<file path="config.mk">
export PLATFORM = sky130hd
export DESIGN_NAME = watchdog_interval_timer
export DESIGN_NICKNAME = d
export VERILOG_FILES = /design/src/common/watchdog_pkg.sv /design/src/common/count_tick_if.sv /design/src/design/watchdog_interval_timer.sv /design/src/design/count_prescaler.sv /design/src/design/reset_stretcher.sv
export SDC_FILE = /design/constraint.sdc
export NUM_CORES = 1
export LEC_CHECK = 0
export ABC_CLOCK_PERIOD_IN_PS = 4300
export BUFFER_PORTS_ARGS = -buffer_cell sky130_fd_sc_hd__buf_2
export CAP_MARGIN = 20
export CORE_ASPECT_RATIO = 0.8
export CORE_MARGIN = 2
export CORE_UTILIZATION = 35
export CTS_CLUSTER_SIZE = 25
export DETAILED_ROUTE_END_ITERATION = 16
export PLACE_DENSITY = 0.61
export SYNTH_ARGS = -nofsm -noshare
export SYNTH_HDL_FRONTEND = slang
export SYNTH_HIERARCHICAL = 1
export SYNTH_SLANG_ARGS = --single-unit
export TNS_END_PERCENT = 30
</file>
<file path="constraint.sdc">
create_clock -name i_clk -period 4.3 [get_ports i_clk]
set_input_delay 0.215 -clock i_clk [delete_from_list [all_inputs] [get_ports i_clk]]
set_output_delay 0.215 -clock i_clk [all_outputs]
set_load 0.02 [all_outputs]
</file>
<file path="src/common/watchdog_pkg.sv">
package watchdog_pkg;
    // bus geometry
    localparam int ADDR_W = 8;
    localparam int DATA_W = 32;
    // register indices, byte address is four times the index
    localparam logic [7:0] IDX_TIMER_CTRL = 8'ha8;  // control write/read, counter write
    localparam logic [7:0] IDX_COUNTER    = 8'ha9;  // counter read
    localparam logic [7:0] IDX_RESET_CTRL = 8'hab;  // reset control read and write
    // passwords in the upper byte of a word write
    localparam logic [7:0] PASS_COUNTER = 8'h5a;
    localparam logic [7:0] PASS_CONTROL = 8'ha5;
    localparam logic [7:0] WATCHDOG_RESET_FLAG_CLEAR   = 8'h00;
    // field positions
    localparam int OVF_BIT   = 7;
    localparam int MODE_BIT  = 6;
    localparam int RUN_BIT   = 5;
    localparam int CKS_LSB   = 0;
    localparam int CKS_W     = 3;
    localparam int WATCHDOG_RESET_FLAG_BIT  = 7;
    localparam int RESET_OUTPUT_ENABLE_BIT = 6;
    // reserved fields read as ones
    localparam logic [1:0] CTRL_RSVD  = 2'h3;
    localparam logic [5:0] RESET_RSVD = 6'h3f;
    // reset values and counter maximum
    localparam logic [7:0] COUNTER_RESET = 8'h00;
    localparam logic [7:0] COUNTER_MAX   = 8'hff;
    localparam logic [2:0] CKS_RESET     = 3'h0;
    // pulse lengths in states, one state is one clock
    localparam int CYCLES_PER_STATE   = 1;
    localparam int INT_RESET_STATES   = 518;
    localparam int EXT_RESET_STATES   = 132;
    localparam int INT_RESET_CYCLES   = INT_RESET_STATES * CYCLES_PER_STATE;
    localparam int EXT_RESET_CYCLES   = EXT_RESET_STATES * CYCLES_PER_STATE;
    // prescaler divisions selected by clock_select
    localparam int PRESCALE_W = 12;
    localparam int unsigned CLK_DIV [8] = '{2, 32, 64, 128, 256, 512, 2048, 4096};
endpackage

</file>
<file path="src/common/count_tick_if.sv">
`timescale 1ns/100ps
interface count_tick_if;
    logic       run;           // counter enabled
    logic [2:0] clock_select;  // division choice
    logic       tick;          // one-cycle count pulse
    modport timer   (output run, output clock_select, input tick);
    modport divider (input run, input clock_select, output tick);
endinterface

</file>
<file path="src/design/watchdog_interval_timer.sv">
// Local design decisions: the address map and the Avalon-MM slave port.
`timescale 1ns/100ps
// What this block does
// - watchdog mode when timer_mode_select and timer_run_enable are both one.
// - watchdog overflow asserts the chip-wide internal reset for 518 states.
// - with reset_output_enable, overflow drives reset output low 132 states; else undriven.
// - watchdog reset shares the pin reset vector; only watchdog_reset_flag tells apart.
// - pin reset wins over a simultaneous watchdog reset.
// - mode zero with run enable is interval timer, interrupt on each overflow.
// - overflow_flag sets in the same cycle as the interrupt, one cycle after the internal reset starts.
// - watchdog_reset_flag sets only on overflow with both mode bits one.
// - internal reset clears overflow_flag and leaves watchdog_reset_flag set.
// - in interval mode the interrupt is active whenever overflow_flag is set.
// - counter write colliding with a count pulse wins; increment is lost.
// - run enable zero holds the counter at zero; one counts selected pulses.
// - clock_select picks divide by 2, 32, 64, 128, 256, 512, 2048 or 4096.
// - overflow is the counter wrapping from maximum to zero.
// - counter and control written by word write; upper byte password, lower data.
module watchdog_interval_timer (
    input  wire logic        i_clk,                // 25 MHz system clock
    input  wire logic        i_reset,              // reset input pin, sync, high
    input  wire logic [7:0]  i_address,            // word index
    input  wire logic        i_read,               // avalon read
    input  wire logic        i_write,              // avalon write
    input  wire logic [31:0] i_writedata,          // password and data
    input  wire logic [3:0]  i_byteenable,         // lanes
    output logic      [31:0] o_readdata,           // registered read data
    output logic             o_waitrequest,        // one wait state
    output logic             o_internal_reset,     // chip-wide reset, high
    output logic             o_reset_output_pin,   // open-drain level, low
    output logic             o_reset_output_oe,    // pin driven while high
    output logic             o_interval_interrupt  // interval request, level
);
    localparam int INT_CYC = watchdog_pkg::INT_RESET_CYCLES;
    localparam int EXT_CYC = watchdog_pkg::EXT_RESET_CYCLES;

    count_tick_if tick_port ();

    logic       ack_q;
    logic [7:0] watchdog_counter_q;
    logic       overflow_flag_q;
    logic       timer_mode_select_q;
    logic       timer_run_enable_q;
    logic [2:0] clock_select_q;
    logic       watchdog_reset_flag_q;
    logic       reset_output_enable_q;
    logic       ovf_armed_q;
    logic       watchdog_reset_flag_armed_q;
    logic [31:0] readdata_q;
    logic       fire_rd;
    logic       fire_wr;
    logic       word_wr;
    logic [7:0] wdata;
    logic       cnt_wr;
    logic       ctl_wr;
    logic       rst_clr;
    logic       rst_oe_wr;
    logic       ovf_now;
    logic       wd_ovf;
    logic       ext_active;
    logic       soft_clear;
    logic [7:0] ctrl_view;
    logic [7:0] reset_view;

    // password-checked word write to one index, bus terms passed in so the assigns follow them
    function automatic logic pw_hit(input logic       wr,
                                    input logic [7:0] addr,
                                    input logic [7:0] pass,
                                    input logic [7:0] idx,
                                    input logic [7:0] pw);
        return wr && (addr == idx) && (pass == pw);
    endfunction

    // one wait state, then the transfer completes
    assign o_waitrequest = (i_read || i_write) && !ack_q;
    assign fire_rd       = i_read && ack_q;
    assign fire_wr       = i_write && ack_q;

    always_ff @(posedge i_clk) begin
        if (i_reset) begin
            ack_q <= 1'b0;
        end else begin
            ack_q <= (i_read || i_write) && !ack_q;
        end
    end

    // write decode, only complete low-half word writes count
    assign word_wr   = fire_wr && (i_byteenable[1:0] == 2'h3);
    assign wdata     = i_writedata[7:0];
    assign cnt_wr    = pw_hit(word_wr, i_address, i_writedata[15:8],
                              watchdog_pkg::IDX_TIMER_CTRL, watchdog_pkg::PASS_COUNTER);
    assign ctl_wr    = pw_hit(word_wr, i_address, i_writedata[15:8],
                              watchdog_pkg::IDX_TIMER_CTRL, watchdog_pkg::PASS_CONTROL);
    assign rst_clr   = pw_hit(word_wr, i_address, i_writedata[15:8],
                              watchdog_pkg::IDX_RESET_CTRL, watchdog_pkg::PASS_CONTROL)
                       && (wdata == watchdog_pkg::WATCHDOG_RESET_FLAG_CLEAR);
    assign rst_oe_wr = pw_hit(word_wr, i_address, i_writedata[15:8],
                              watchdog_pkg::IDX_RESET_CTRL, watchdog_pkg::PASS_COUNTER);

    // register views with reserved bits as ones
    assign ctrl_view  = {overflow_flag_q, timer_mode_select_q, timer_run_enable_q,
                         watchdog_pkg::CTRL_RSVD, clock_select_q};
    assign reset_view = {watchdog_reset_flag_q, reset_output_enable_q, watchdog_pkg::RESET_RSVD};

    // read data captured in the wait cycle, unmapped reads zero
    always_ff @(posedge i_clk) begin
        if (i_reset) begin
            readdata_q <= 32'h0000_0000;
        end else if (i_read && !ack_q) begin
            case (i_address)
                watchdog_pkg::IDX_TIMER_CTRL: readdata_q <= {24'h00_0000, ctrl_view};
                watchdog_pkg::IDX_COUNTER:    readdata_q <= {24'h00_0000, watchdog_counter_q};
                watchdog_pkg::IDX_RESET_CTRL: readdata_q <= {24'h00_0000, reset_view};
                default:                      readdata_q <= 32'h0000_0000;
            endcase
        end
    end
    assign o_readdata = readdata_q;

    // prescaler
    assign tick_port.run          = timer_run_enable_q;
    assign tick_port.clock_select = clock_select_q;

    count_prescaler #(
        .W (watchdog_pkg::PRESCALE_W)
    ) u_prescaler (
        .i_clk     (i_clk),
        .i_reset   (i_reset),
        .tick_port (tick_port.divider)
    );

    // overflow is a counted wrap, a colliding write suppresses it; pin reset blocks the trigger
    assign ovf_now = timer_run_enable_q && tick_port.tick && !cnt_wr
                     && (watchdog_counter_q == watchdog_pkg::COUNTER_MAX);
    assign wd_ovf  = ovf_now && timer_mode_select_q && !i_reset;

    // reset pulses, both triggered in the overflow cycle
    reset_stretcher #(
        .LEN (INT_CYC)
    ) u_int_pulse (
        .i_clk    (i_clk),
        .i_reset  (i_reset),
        .i_start  (wd_ovf),
        .o_active (o_internal_reset)
    );

    reset_stretcher #(
        .LEN (EXT_CYC)
    ) u_ext_pulse (
        .i_clk    (i_clk),
        .i_reset  (i_reset),
        .i_start  (wd_ovf && reset_output_enable_q),
        .o_active (ext_active)
    );

    // open-drain: level always low, enable only during the pulse
    assign o_reset_output_pin = 1'b0;
    assign o_reset_output_oe  = ext_active;

    // chip reset as seen by this block, not in the trigger cycle itself
    assign soft_clear = o_internal_reset && !wd_ovf;

    // counter: held at zero when halted, write beats increment
    always_ff @(posedge i_clk) begin
        if (i_reset || soft_clear) begin
            watchdog_counter_q <= watchdog_pkg::COUNTER_RESET;
        end else if (!timer_run_enable_q) begin
            watchdog_counter_q <= watchdog_pkg::COUNTER_RESET;
        end else if (cnt_wr) begin
            watchdog_counter_q <= wdata;
        end else if (tick_port.tick) begin
            watchdog_counter_q <= watchdog_counter_q + 1'b1;
        end
    end

    // control fields, cleared by pin and by watchdog reset
    always_ff @(posedge i_clk) begin
        if (i_reset || soft_clear) begin
            timer_mode_select_q <= 1'b0;
            timer_run_enable_q  <= 1'b0;
            clock_select_q      <= watchdog_pkg::CKS_RESET;
        end else if (ctl_wr) begin
            timer_mode_select_q <= wdata[watchdog_pkg::MODE_BIT];
            timer_run_enable_q  <= wdata[watchdog_pkg::RUN_BIT];
            clock_select_q      <= wdata[watchdog_pkg::CKS_LSB +: watchdog_pkg::CKS_W];
        end
    end

    // overflow flag: set wins, cleared by read-one-then-write-zero or watchdog reset
    always_ff @(posedge i_clk) begin
        if (i_reset) begin
            overflow_flag_q <= 1'b0;
        end else if (ovf_now) begin
            overflow_flag_q <= 1'b1;
        end else if (soft_clear) begin
            overflow_flag_q <= 1'b0;
        end else if (ctl_wr && ovf_armed_q && !wdata[watchdog_pkg::OVF_BIT]) begin
            overflow_flag_q <= 1'b0;
        end
    end

    // clear permission after reading a flag as one
    always_ff @(posedge i_clk) begin
        if (i_reset) begin
            ovf_armed_q  <= 1'b0;
            watchdog_reset_flag_armed_q <= 1'b0;
        end else begin
            if (fire_rd && i_address == watchdog_pkg::IDX_TIMER_CTRL
                && readdata_q[watchdog_pkg::OVF_BIT]) begin
                ovf_armed_q <= 1'b1;
            end else if (ctl_wr) begin
                ovf_armed_q <= 1'b0;
            end
            if (fire_rd && i_address == watchdog_pkg::IDX_RESET_CTRL
                && readdata_q[watchdog_pkg::WATCHDOG_RESET_FLAG_BIT]) begin
                watchdog_reset_flag_armed_q <= 1'b1;
            end else if (rst_clr) begin
                watchdog_reset_flag_armed_q <= 1'b0;
            end
        end
    end

    // watchdog reset flag: only pin reset or software clears it
    always_ff @(posedge i_clk) begin
        if (i_reset) begin
            watchdog_reset_flag_q <= 1'b0;
        end else if (wd_ovf) begin
            watchdog_reset_flag_q <= 1'b1;
        end else if (rst_clr && watchdog_reset_flag_armed_q) begin
            watchdog_reset_flag_q <= 1'b0;
        end
    end

    // reset output enable survives a watchdog reset
    always_ff @(posedge i_clk) begin
        if (i_reset) begin
            reset_output_enable_q <= 1'b0;
        end else if (rst_oe_wr) begin
            reset_output_enable_q <= wdata[watchdog_pkg::RESET_OUTPUT_ENABLE_BIT];
        end
    end

    // interval request follows the flag in interval mode
    assign o_interval_interrupt = overflow_flag_q && !timer_mode_select_q;

    // pulse length helpers for the checks below
    logic [9:0] int_len_q;
    logic [9:0] ext_len_q;

    always_ff @(posedge i_clk) begin
        if (i_reset) begin
            int_len_q <= 10'h000;
            ext_len_q <= 10'h000;
        end else begin
            int_len_q <= o_internal_reset ? int_len_q + 1'b1 : 10'h000;
            ext_len_q <= o_reset_output_oe ? ext_len_q + 1'b1 : 10'h000;
        end
    end
endmodule

</file>
<file path="src/design/count_prescaler.sv">
`timescale 1ns/100ps
module count_prescaler #(
    parameter int W = watchdog_pkg::PRESCALE_W
) (
    input wire logic      i_clk,     // system clock
    input wire logic      i_reset,   // sync reset
    count_tick_if.divider tick_port  // run, select in, tick out
);
    logic [W-1:0] div_q;
    logic [W-1:0] last_w;

    // terminal count of the selected division
    assign last_w = W'(watchdog_pkg::CLK_DIV[tick_port.clock_select] - 1);

    // divider held cleared while the counter is halted
    always_ff @(posedge i_clk) begin
        if (i_reset || !tick_port.run) begin
            div_q <= '0;
        end else if (div_q == last_w) begin
            div_q <= '0;
        end else begin
            div_q <= div_q + 1'b1;
        end
    end

    assign tick_port.tick = tick_port.run && (div_q == last_w);
endmodule

</file>
<file path="src/design/reset_stretcher.sv">
`timescale 1ns/100ps
module reset_stretcher #(
    parameter int LEN = 4
) (
    input  wire logic i_clk,     // system clock
    input  wire logic i_reset,   // sync reset, aborts a pulse
    input  wire logic i_start,   // one-cycle trigger
    output logic      o_active   // high for LEN cycles from trigger
);
    localparam int CW = $clog2(LEN + 1);
    logic [CW-1:0] left_q;

    // remaining cycles after the trigger cycle
    always_ff @(posedge i_clk) begin
        if (i_reset) begin
            left_q <= '0;
        end else if (i_start) begin
            left_q <= CW'(LEN - 1);
        end else if (left_q != '0) begin
            left_q <= left_q - 1'b1;
        end
    end

    // active already in the trigger cycle
    assign o_active = i_start || (left_q != '0);
endmodule

</file>
## Word level (Yosys, flattened, before mapping)

Memory sizes are Yosys's and may differ from the RTL's.
Index checks and enable logic that the tools add are counted.

| word-level totals | value |
|---|---|
| memories kept | 1 |
| memory bits (read-only) | 256 |
| flip-flop bits (word level) | 81 |
| bits of input ports | 48 |
| output and inout port bits | 37 |

Memory list:

| name | words | bits a word | read ports | clocked after memory_dff | write ports | line | source |
|---|---|---|---|---|---|---|---|
| (name not given) | 8 | 32 | 1 | 0 | 0 | count_prescaler.sv:13 | `assign last_w = W'(watchdog_pkg::CLK_DIV[tick_port.clock_select] - 1);` |

| cells by class | value |
|---|---|
| mux-type cells | 18 |
| reduce and logical (&&, ||, !) cells | 54 |
| $add $sub $neg | 5 |
| eq/ne operators | 8 |
| $lt $le $gt $ge | 1 |
| bitwise gates (word level) | 2 |

Operators with widths:

| kind | count |
|---|---|
| 8-bit == test (second input constant) | 5 |
| 8-bit 2-to-1 mux | 4 |
| 1-bit logical AND | 28 |
| 12-bit 2-to-1 mux | 2 |
| 8-bit one-hot mux with 3 select lines | 1 |
| 10-bit 2-to-1 mux | 2 |
| 12-bit by 1-bit adder with 12-bit output (second input constant) | 1 |
| 12-bit == test | 1 |
| 2-bit nonzero test | 6 |
| 12-bit by 1-bit subtractor with 12-bit output (second input constant) | 1 |
| 10-bit nonzero test | 1 |
| 10-bit by 1-bit subtractor with 10-bit output (second input constant) | 1 |
| 1-bit 2-to-1 mux | 9 |
| 8-bit by 1-bit adder with 8-bit output (second input constant) | 1 |
| 8-bit by 7-bit == test with 1-bit output (second input constant) | 1 |
| 8-bit zero test | 1 |
| 8-bit nonzero test | 1 |
| 2-bit OR reduction | 4 |
| 8-bit by 1-bit subtractor with 8-bit output (second input constant) | 1 |
| 1-bit zero test | 7 |
| 1-bit logical OR | 5 |
| 4-bit greater-or-equal comparator (second input constant) | 1 |
| 3-bit inverter with 4-bit output | 1 |
| 3-bit nonzero test | 1 |
| other kinds (2) | 2 |

## Longest topological paths before layout

| logic depth | value |
|---|---|
| word-level depth | 16 |
| gate-level depth with buffers | 14 |
| gate-level depth less buffers | 12 |

## Modules after synthesis

The synthesis kept the hierarchy.

Modules (own cells, without submodules):

| module | area each (µm²) | seq. area each (µm²) | instances | cells an instance |
|---|---|---|---|---|
| watchdog_interval_timer | 1,691.6 | 540.5 | 1 | 203 |
| count_prescaler | 730.7 | 240.2 | 1 | 84 |
| reset_stretcher at u_int_pulse | 625.6 | 200.2 | 1 | 69 |
| reset_stretcher at u_ext_pulse | 412.9 | 160.2 | 1 | 46 |

## Worst setup path before layout

No wires, ideal clock.

| path | value |
|---|---|
| kind | flip-flop to flip-flop |
| start point | reg clock_select_q[1] |
| end point | reg watchdog_counter_q[0] |
| setup time | 0.118 ns |
| required time | 4.182 ns |
| cell stages (with the launch flop) | 15 |
| path buffers | 3 |
| slack | 1.108 ns |
| data arrival time | 3.075 ns |
| cell sequence | dfxtp_1 buf_4 or3b_1 a21oi_1 o2111a_1 and3_1 nand4_2 nor4_4 o311a_4 buf_4 nand2b_1 nor2_1 or2_1 buf_6 o2111a_1 |

| between the ends | value |
|---|---|
| word-level cells in the longest chain between the ends | 16 |
| elaborated cells on any way between the ends | 18 |
| classes of those cells | add/sub (1); eq/ne (1); mux (2); bitwise (1); reduce/logical (12); memory (1) |

RTL lines:

| element | line | source |
|---|---|---|
| start, declared | watchdog_interval_timer.sv:44 | `logic [2:0] clock_select_q;` |
| start signal, assigned | watchdog_interval_timer.sv:181 | `clock_select_q <= watchdog_pkg::CKS_RESET;` |
| start signal, assigned | watchdog_interval_timer.sv:185 | `clock_select_q <= wdata[watchdog_pkg::CKS_LSB +: watchdog_pkg::CKS_W];` |
| 3-bit inverter with 4-bit output (implied by the code) | count_prescaler.sv:13 |  |
| memory 8 x 32 bit | -- |  |
| 12-bit 2-to-1 mux (implied by the code) (2 in a row) | count_prescaler.sv:13 |  |
| 12-bit by 1-bit subtractor with 12-bit output | count_prescaler.sv:13 |  |
| 12-bit == test | count_prescaler.sv:26 | `assign tick_port.tick = tick_port.run && (div_q == last_w);` |
| 1-bit logical AND | count_prescaler.sv:26 |  |
| net tick_port.tick | count_tick_if.sv:5 | `logic tick;` |
| 1-bit logical AND (2 in a row) | watchdog_interval_timer.sv:133 | `assign ovf_now = timer_run_enable_q && tick_port.tick && !cnt_wr` |
| 1-bit logical AND | watchdog_interval_timer.sv:134 | `&& (watchdog_counter_q == watchdog_pkg::COUNTER_MAX);` |
| 1-bit logical AND (2 in a row) | watchdog_interval_timer.sv:135 | `assign wd_ovf = ovf_now && timer_mode_select_q && !i_reset;` |
| net wd_ovf | watchdog_interval_timer.sv:59 | `logic wd_ovf;` |
| 1-bit logical OR | reset_stretcher.sv:25 | `assign o_active = i_start \|\| (left_q != '0);` |
| net o_internal_reset | watchdog_interval_timer.sv:29 | `output logic o_internal_reset,` |
| 1-bit logical AND | watchdog_interval_timer.sv:161 | `assign soft_clear = o_internal_reset && !wd_ovf;` |
| 1-bit logical OR | watchdog_interval_timer.sv:165 | `if (i_reset \|\| soft_clear) begin` |
| 2-bit OR reduction (no source line) | -- |  |
| end signal, assigned | watchdog_interval_timer.sv:166 | `watchdog_counter_q <= watchdog_pkg::COUNTER_RESET;` |
| end signal, assigned | watchdog_interval_timer.sv:168 | `watchdog_counter_q <= watchdog_pkg::COUNTER_RESET;` |
| end signal, assigned | watchdog_interval_timer.sv:170 | `watchdog_counter_q <= wdata;` |
| end, declared | watchdog_interval_timer.sv:40 | `logic [7:0] watchdog_counter_q;` |

The timed path passes the listed nets, and every way through them passes these cells. The select of a mux whose other input is x is not followed.
A chain may end at the register's enable or synchronous reset.

## Final worst setup path

| path | value |
|---|---|
| start point | reg clock_select_q[1] |
| end point | out o_reset_output_oe |

| between the ends | value |
|---|---|
| word-level cells in the longest chain between the ends | 14 |

RTL lines:

| element | line | source |
|---|---|---|
| 3-bit inverter with 4-bit output (implied by the code) | count_prescaler.sv:13 |  |
| memory 8 x 32 bit | -- |  |
| 12-bit 2-to-1 mux (implied by the code) (2 in a row) | count_prescaler.sv:13 |  |
| 12-bit by 1-bit subtractor with 12-bit output | count_prescaler.sv:13 |  |
| 12-bit == test | count_prescaler.sv:26 |  |
| 1-bit logical AND | count_prescaler.sv:26 |  |
| net tick_port.tick | count_tick_if.sv:5 |  |
| 1-bit logical AND (2 in a row) | watchdog_interval_timer.sv:133 |  |
| 1-bit logical AND | watchdog_interval_timer.sv:134 |  |
| 1-bit logical AND (2 in a row) | watchdog_interval_timer.sv:135 |  |
| net wd_ovf | watchdog_interval_timer.sv:59 |  |
| 1-bit logical AND | watchdog_interval_timer.sv:152 | `.i_start (wd_ovf && reset_output_enable_q),` |
| 1-bit logical OR | reset_stretcher.sv:25 |  |
| end, declared | watchdog_interval_timer.sv:31 | `output logic o_reset_output_oe,` |

The timed path passes the listed nets, and every way through them passes these cells. The select of a mux whose other input is x is not followed.

==> impl_metrics.tcl <==
set metrics [dict create \
    worst_ep_arrival_time_ns 3.51 \
    dieArea_um2 10700 \
    max_freq_ghz 0.268 \
    clockBufferDepth 2 \
    grt_pass1_wl_um 13900 \
    synthXorXnorAreaFrac_pct 5.31 \
    syn_area_um2 3460 \
    fin_tns_setup_ns 0 \
    cts.clk_slew.worst_paths_ns 0.05 \
    whs_ns 0.174 \
    route.met3.wl_um 231 \
    synth-adder-area-share_pct 2.17 \
    relSlewSlack_pct 60.3 \
    vias_per_cell 5.20 \
    yosysSeqAreaShare_pct 33.0 \
    slew_violations 0 \
    synth_compound_area_share_pct 19.8 \
    clock_skew_ns 0.00596 \
    routed_wl_um 8210 \
    io_pins 85 \
    p_leak_uw 0.00150 \
    cp-start-kind "register" \
    overflow 0 \
    firstDrtPassIters 4 \
    cts_max_level 3 \
    final-setup-viol-count 0 \
    min_period_ns 3.73 \
    portBuffers 41 \
    cp_max_fo 16 \
    worstReg2RegStart "clock_select_q[1]$_SDFFE_PP0P_" \
    hpwlAfterDp_um 5920 \
    cts_tree "yes" \
    yosys_most_used_dff "dfxtp_1" \
    yosysTopAreaCell "dfxtp_1" \
    cts_root_buf "clkbuf_16" \
    rrSetupSlack_ns 0.72 \
    crit_path_end "o_reset_output_oe" \
    core_area_um2 9650 \
    numCtsBuffers 9 \
    end_kind "output pin" \
    reg2regPathDepth 12 \
    startpoint "clock_select_q[1]$_SDFFE_PP0P_" \
    syn_area_per_cell_um2 8.61 \
    synthSimpleGateAreaFrac_pct 27.5 \
    min_period_over_period_pct 86.7 \
    die_x_um 115 \
    wl_met2_um 3830 \
    irDropWorstVdd_mv 0.189 \
    synth_edf_count 0 \
    wl_per_cell_um 14.2 \
    die_h_um 92.9 \
    gp_congestion 0.806 \
    dr_total_vias 2998 \
    drv_cap 0 \
    rows 32 \
    synth.area.top_cells "dfxtp_1 33%, buf_4 6.1%, nand2_1 3.9%" \
    yosysWarnings 6 \
    cts_hold_buf 0 \
    outcome "complete, no violations" \
    dr.first_iter.drc_count 149 \
    path_class "reg2out" \
    top_layer "met4" \
    area_growth_pct 13.7 \
    final_cell_mix "57 x dfxtp_1, 41 x buf_2, 36 x nand2_1" \
    clock-sinks 57 \
    synth.distinct_cells 76 \
    clk_latency_ns 0.33 \
    crit_required_ns 4.09 \
    cts_setup_buffers 0 \
    cts_resized 0 \
    finalHoldViolCount 0 \
    synth_top_family_by_area "simple AND/OR/NAND/NOR gates" \
    tightest_slew_ns 0.595 \
    synth.area.mux_share_pct 2.02 \
    hp-class "in2reg" \
    reg2reg_to "watchdog_counter_q[4]$_SDFFE_PP0P_" \
    drive_gt1_share_pct 18.6 \
    m1WireLength_um 4030 \
    antenna_found_initial 0 \
    synthCells 402 \
    mostFrequentLayoutCell "dfxtp_1" \
    antennaDiodeCount 0 \
    start_util_pct 35.9 \
    grt_pass1_vias 2728 \
    powerDensity_nw_per_um2 496 \
    antenna_left 0 \
    ys_ff_latch 57 \
    drcViolationCount 0 \
    grt_max_degree 31 \
    synth_top_area_share_pct 33.0 \
    nets 490 \
    grt_use_total_pct 16.5 \
    rsz0062_at_grt "no" \
    synthArstFlopShare_pct 0 \
]
-- per-layer routing --
metal / GRT usage [%] / vias to the layer above
li1: - / 1508
met1: 23.5 / 1417
met2: 24.4 / 65
met3: 3.08 / 8
met4: 6.43 / 0
met5: 0 / -
-- final cells by class --
type                    instances  area [um^2]
inverters                      13         48.8
multi-input cells             312         2060
fillers                       980         5710
clock inverters                 7         71.3
repair buffers                 43          220
flip-flops and latches         57         1140
well taps                     136          170
clock buffers                   9          225
-- cells in the mapped netlist, types with 4 or more instances --
master	number
ha_1	6
nor3_1	13
nand2b_1	6
buf_4	28
nor2_1	28
nand3_1	16
o21ai_0	14
mux2i_1	7
nand4_1	6
or3_1	7
inv_1	13
clkbuf_1	6
xnor2_1	14
xor2_1	7
dfxtp_1	57
a21oi_1	21
o2111a_1	9
nand2_1	36
nor4_1	8
a211oi_1	15
nor2b_1	4
and3_1	4
-- report_power, final --
part,internal (uW),switching (uW)
logic,239,330
clock network,447,264
registers,595,78.5
-- through the flow --
stage | power [uW] | std cells | utilization (%) | area [um^2] | setup slack (ns)
after floorplan | 1150 | 426 | - | 3550 | 1.11
after global placement | 1240 | 561 | 37.7 | 3640 | 0.845
after detailed placement | 1250 | 561 | 37.7 | 3640 | 0.751
after CTS | 1970 | 577 | 40.8 | 3940 | 0.572
after global routing | 2080 | 577 | 40.8 | 3940 | 0.302
final | 1950 | 577 | 40.8 | 3940 | 0.572
-- how the worst min path moves through the flow --
stage | startpoint | cells after the start | endpoint
6_report | i_writedata[1] | 3 | clock_select_q[1]$_SDFFE_PP0P_
5_1_grt | i_writedata[5] | 3 | tick_port.run$_SDFFE_PP0P_
4_1_cts | i_writedata[2] | 3 | clock_select_q[2]$_SDFFE_PP0P_
3_5_place_dp | o_readdata[4]$_SDFFE_PP0P_ | 2 | o_readdata[4]$_SDFFE_PP0P_
3_3_place_gp | o_readdata[4]$_SDFFE_PP0P_ | 2 | o_readdata[4]$_SDFFE_PP0P_
2_1_floorplan | i_reset | 1 | o_readdata[3]$_SDFFE_PP0P_
-- worst max-delay path: stages (launching register included) --
cell and delay [ns]:
dfxtp_1 0.54, or3b_1 0.38, a21oi_1 0.14, o2111a_1 0.20
buf_4 0.18, and3_1 0.31, nand4_2 0.20, nor4_4 0.34
o311a_4 0.37, and2_2 0.25, or3_1 0.12, buf_2 0.15
-- sequential cells by signal (all words and copies together), names as in the netlist --
register                     count
ack_q                            1
clock_select_q                   3
o_readdata                       8
overflow_flag_q                  1
ovf_armed_q                      1
reset_output_enable_q            1
tick_port.run                    1
timer_mode_select_q              1
u_ext_pulse/left_q               8
u_int_pulse/left_q              10
u_prescaler/div_q               12
watchdog_counter_q               8
watchdog_reset_flag_armed_q      1
watchdog_reset_flag_q            1
-- kinds of logic (layout without fill, tap and decap cells) --
kind of cell	Yosys count	after routing
buffers and inverters	57	72
AOI/OAI and AO/OA	91	91
adders and majority gates	6	6
muxes	7	7
xor gates and xnor gates	21	21
other	1	25
and+or+nand+nor	162	162
DFF	57	57
No activity file was read; power rests on OpenSTA's default activity.
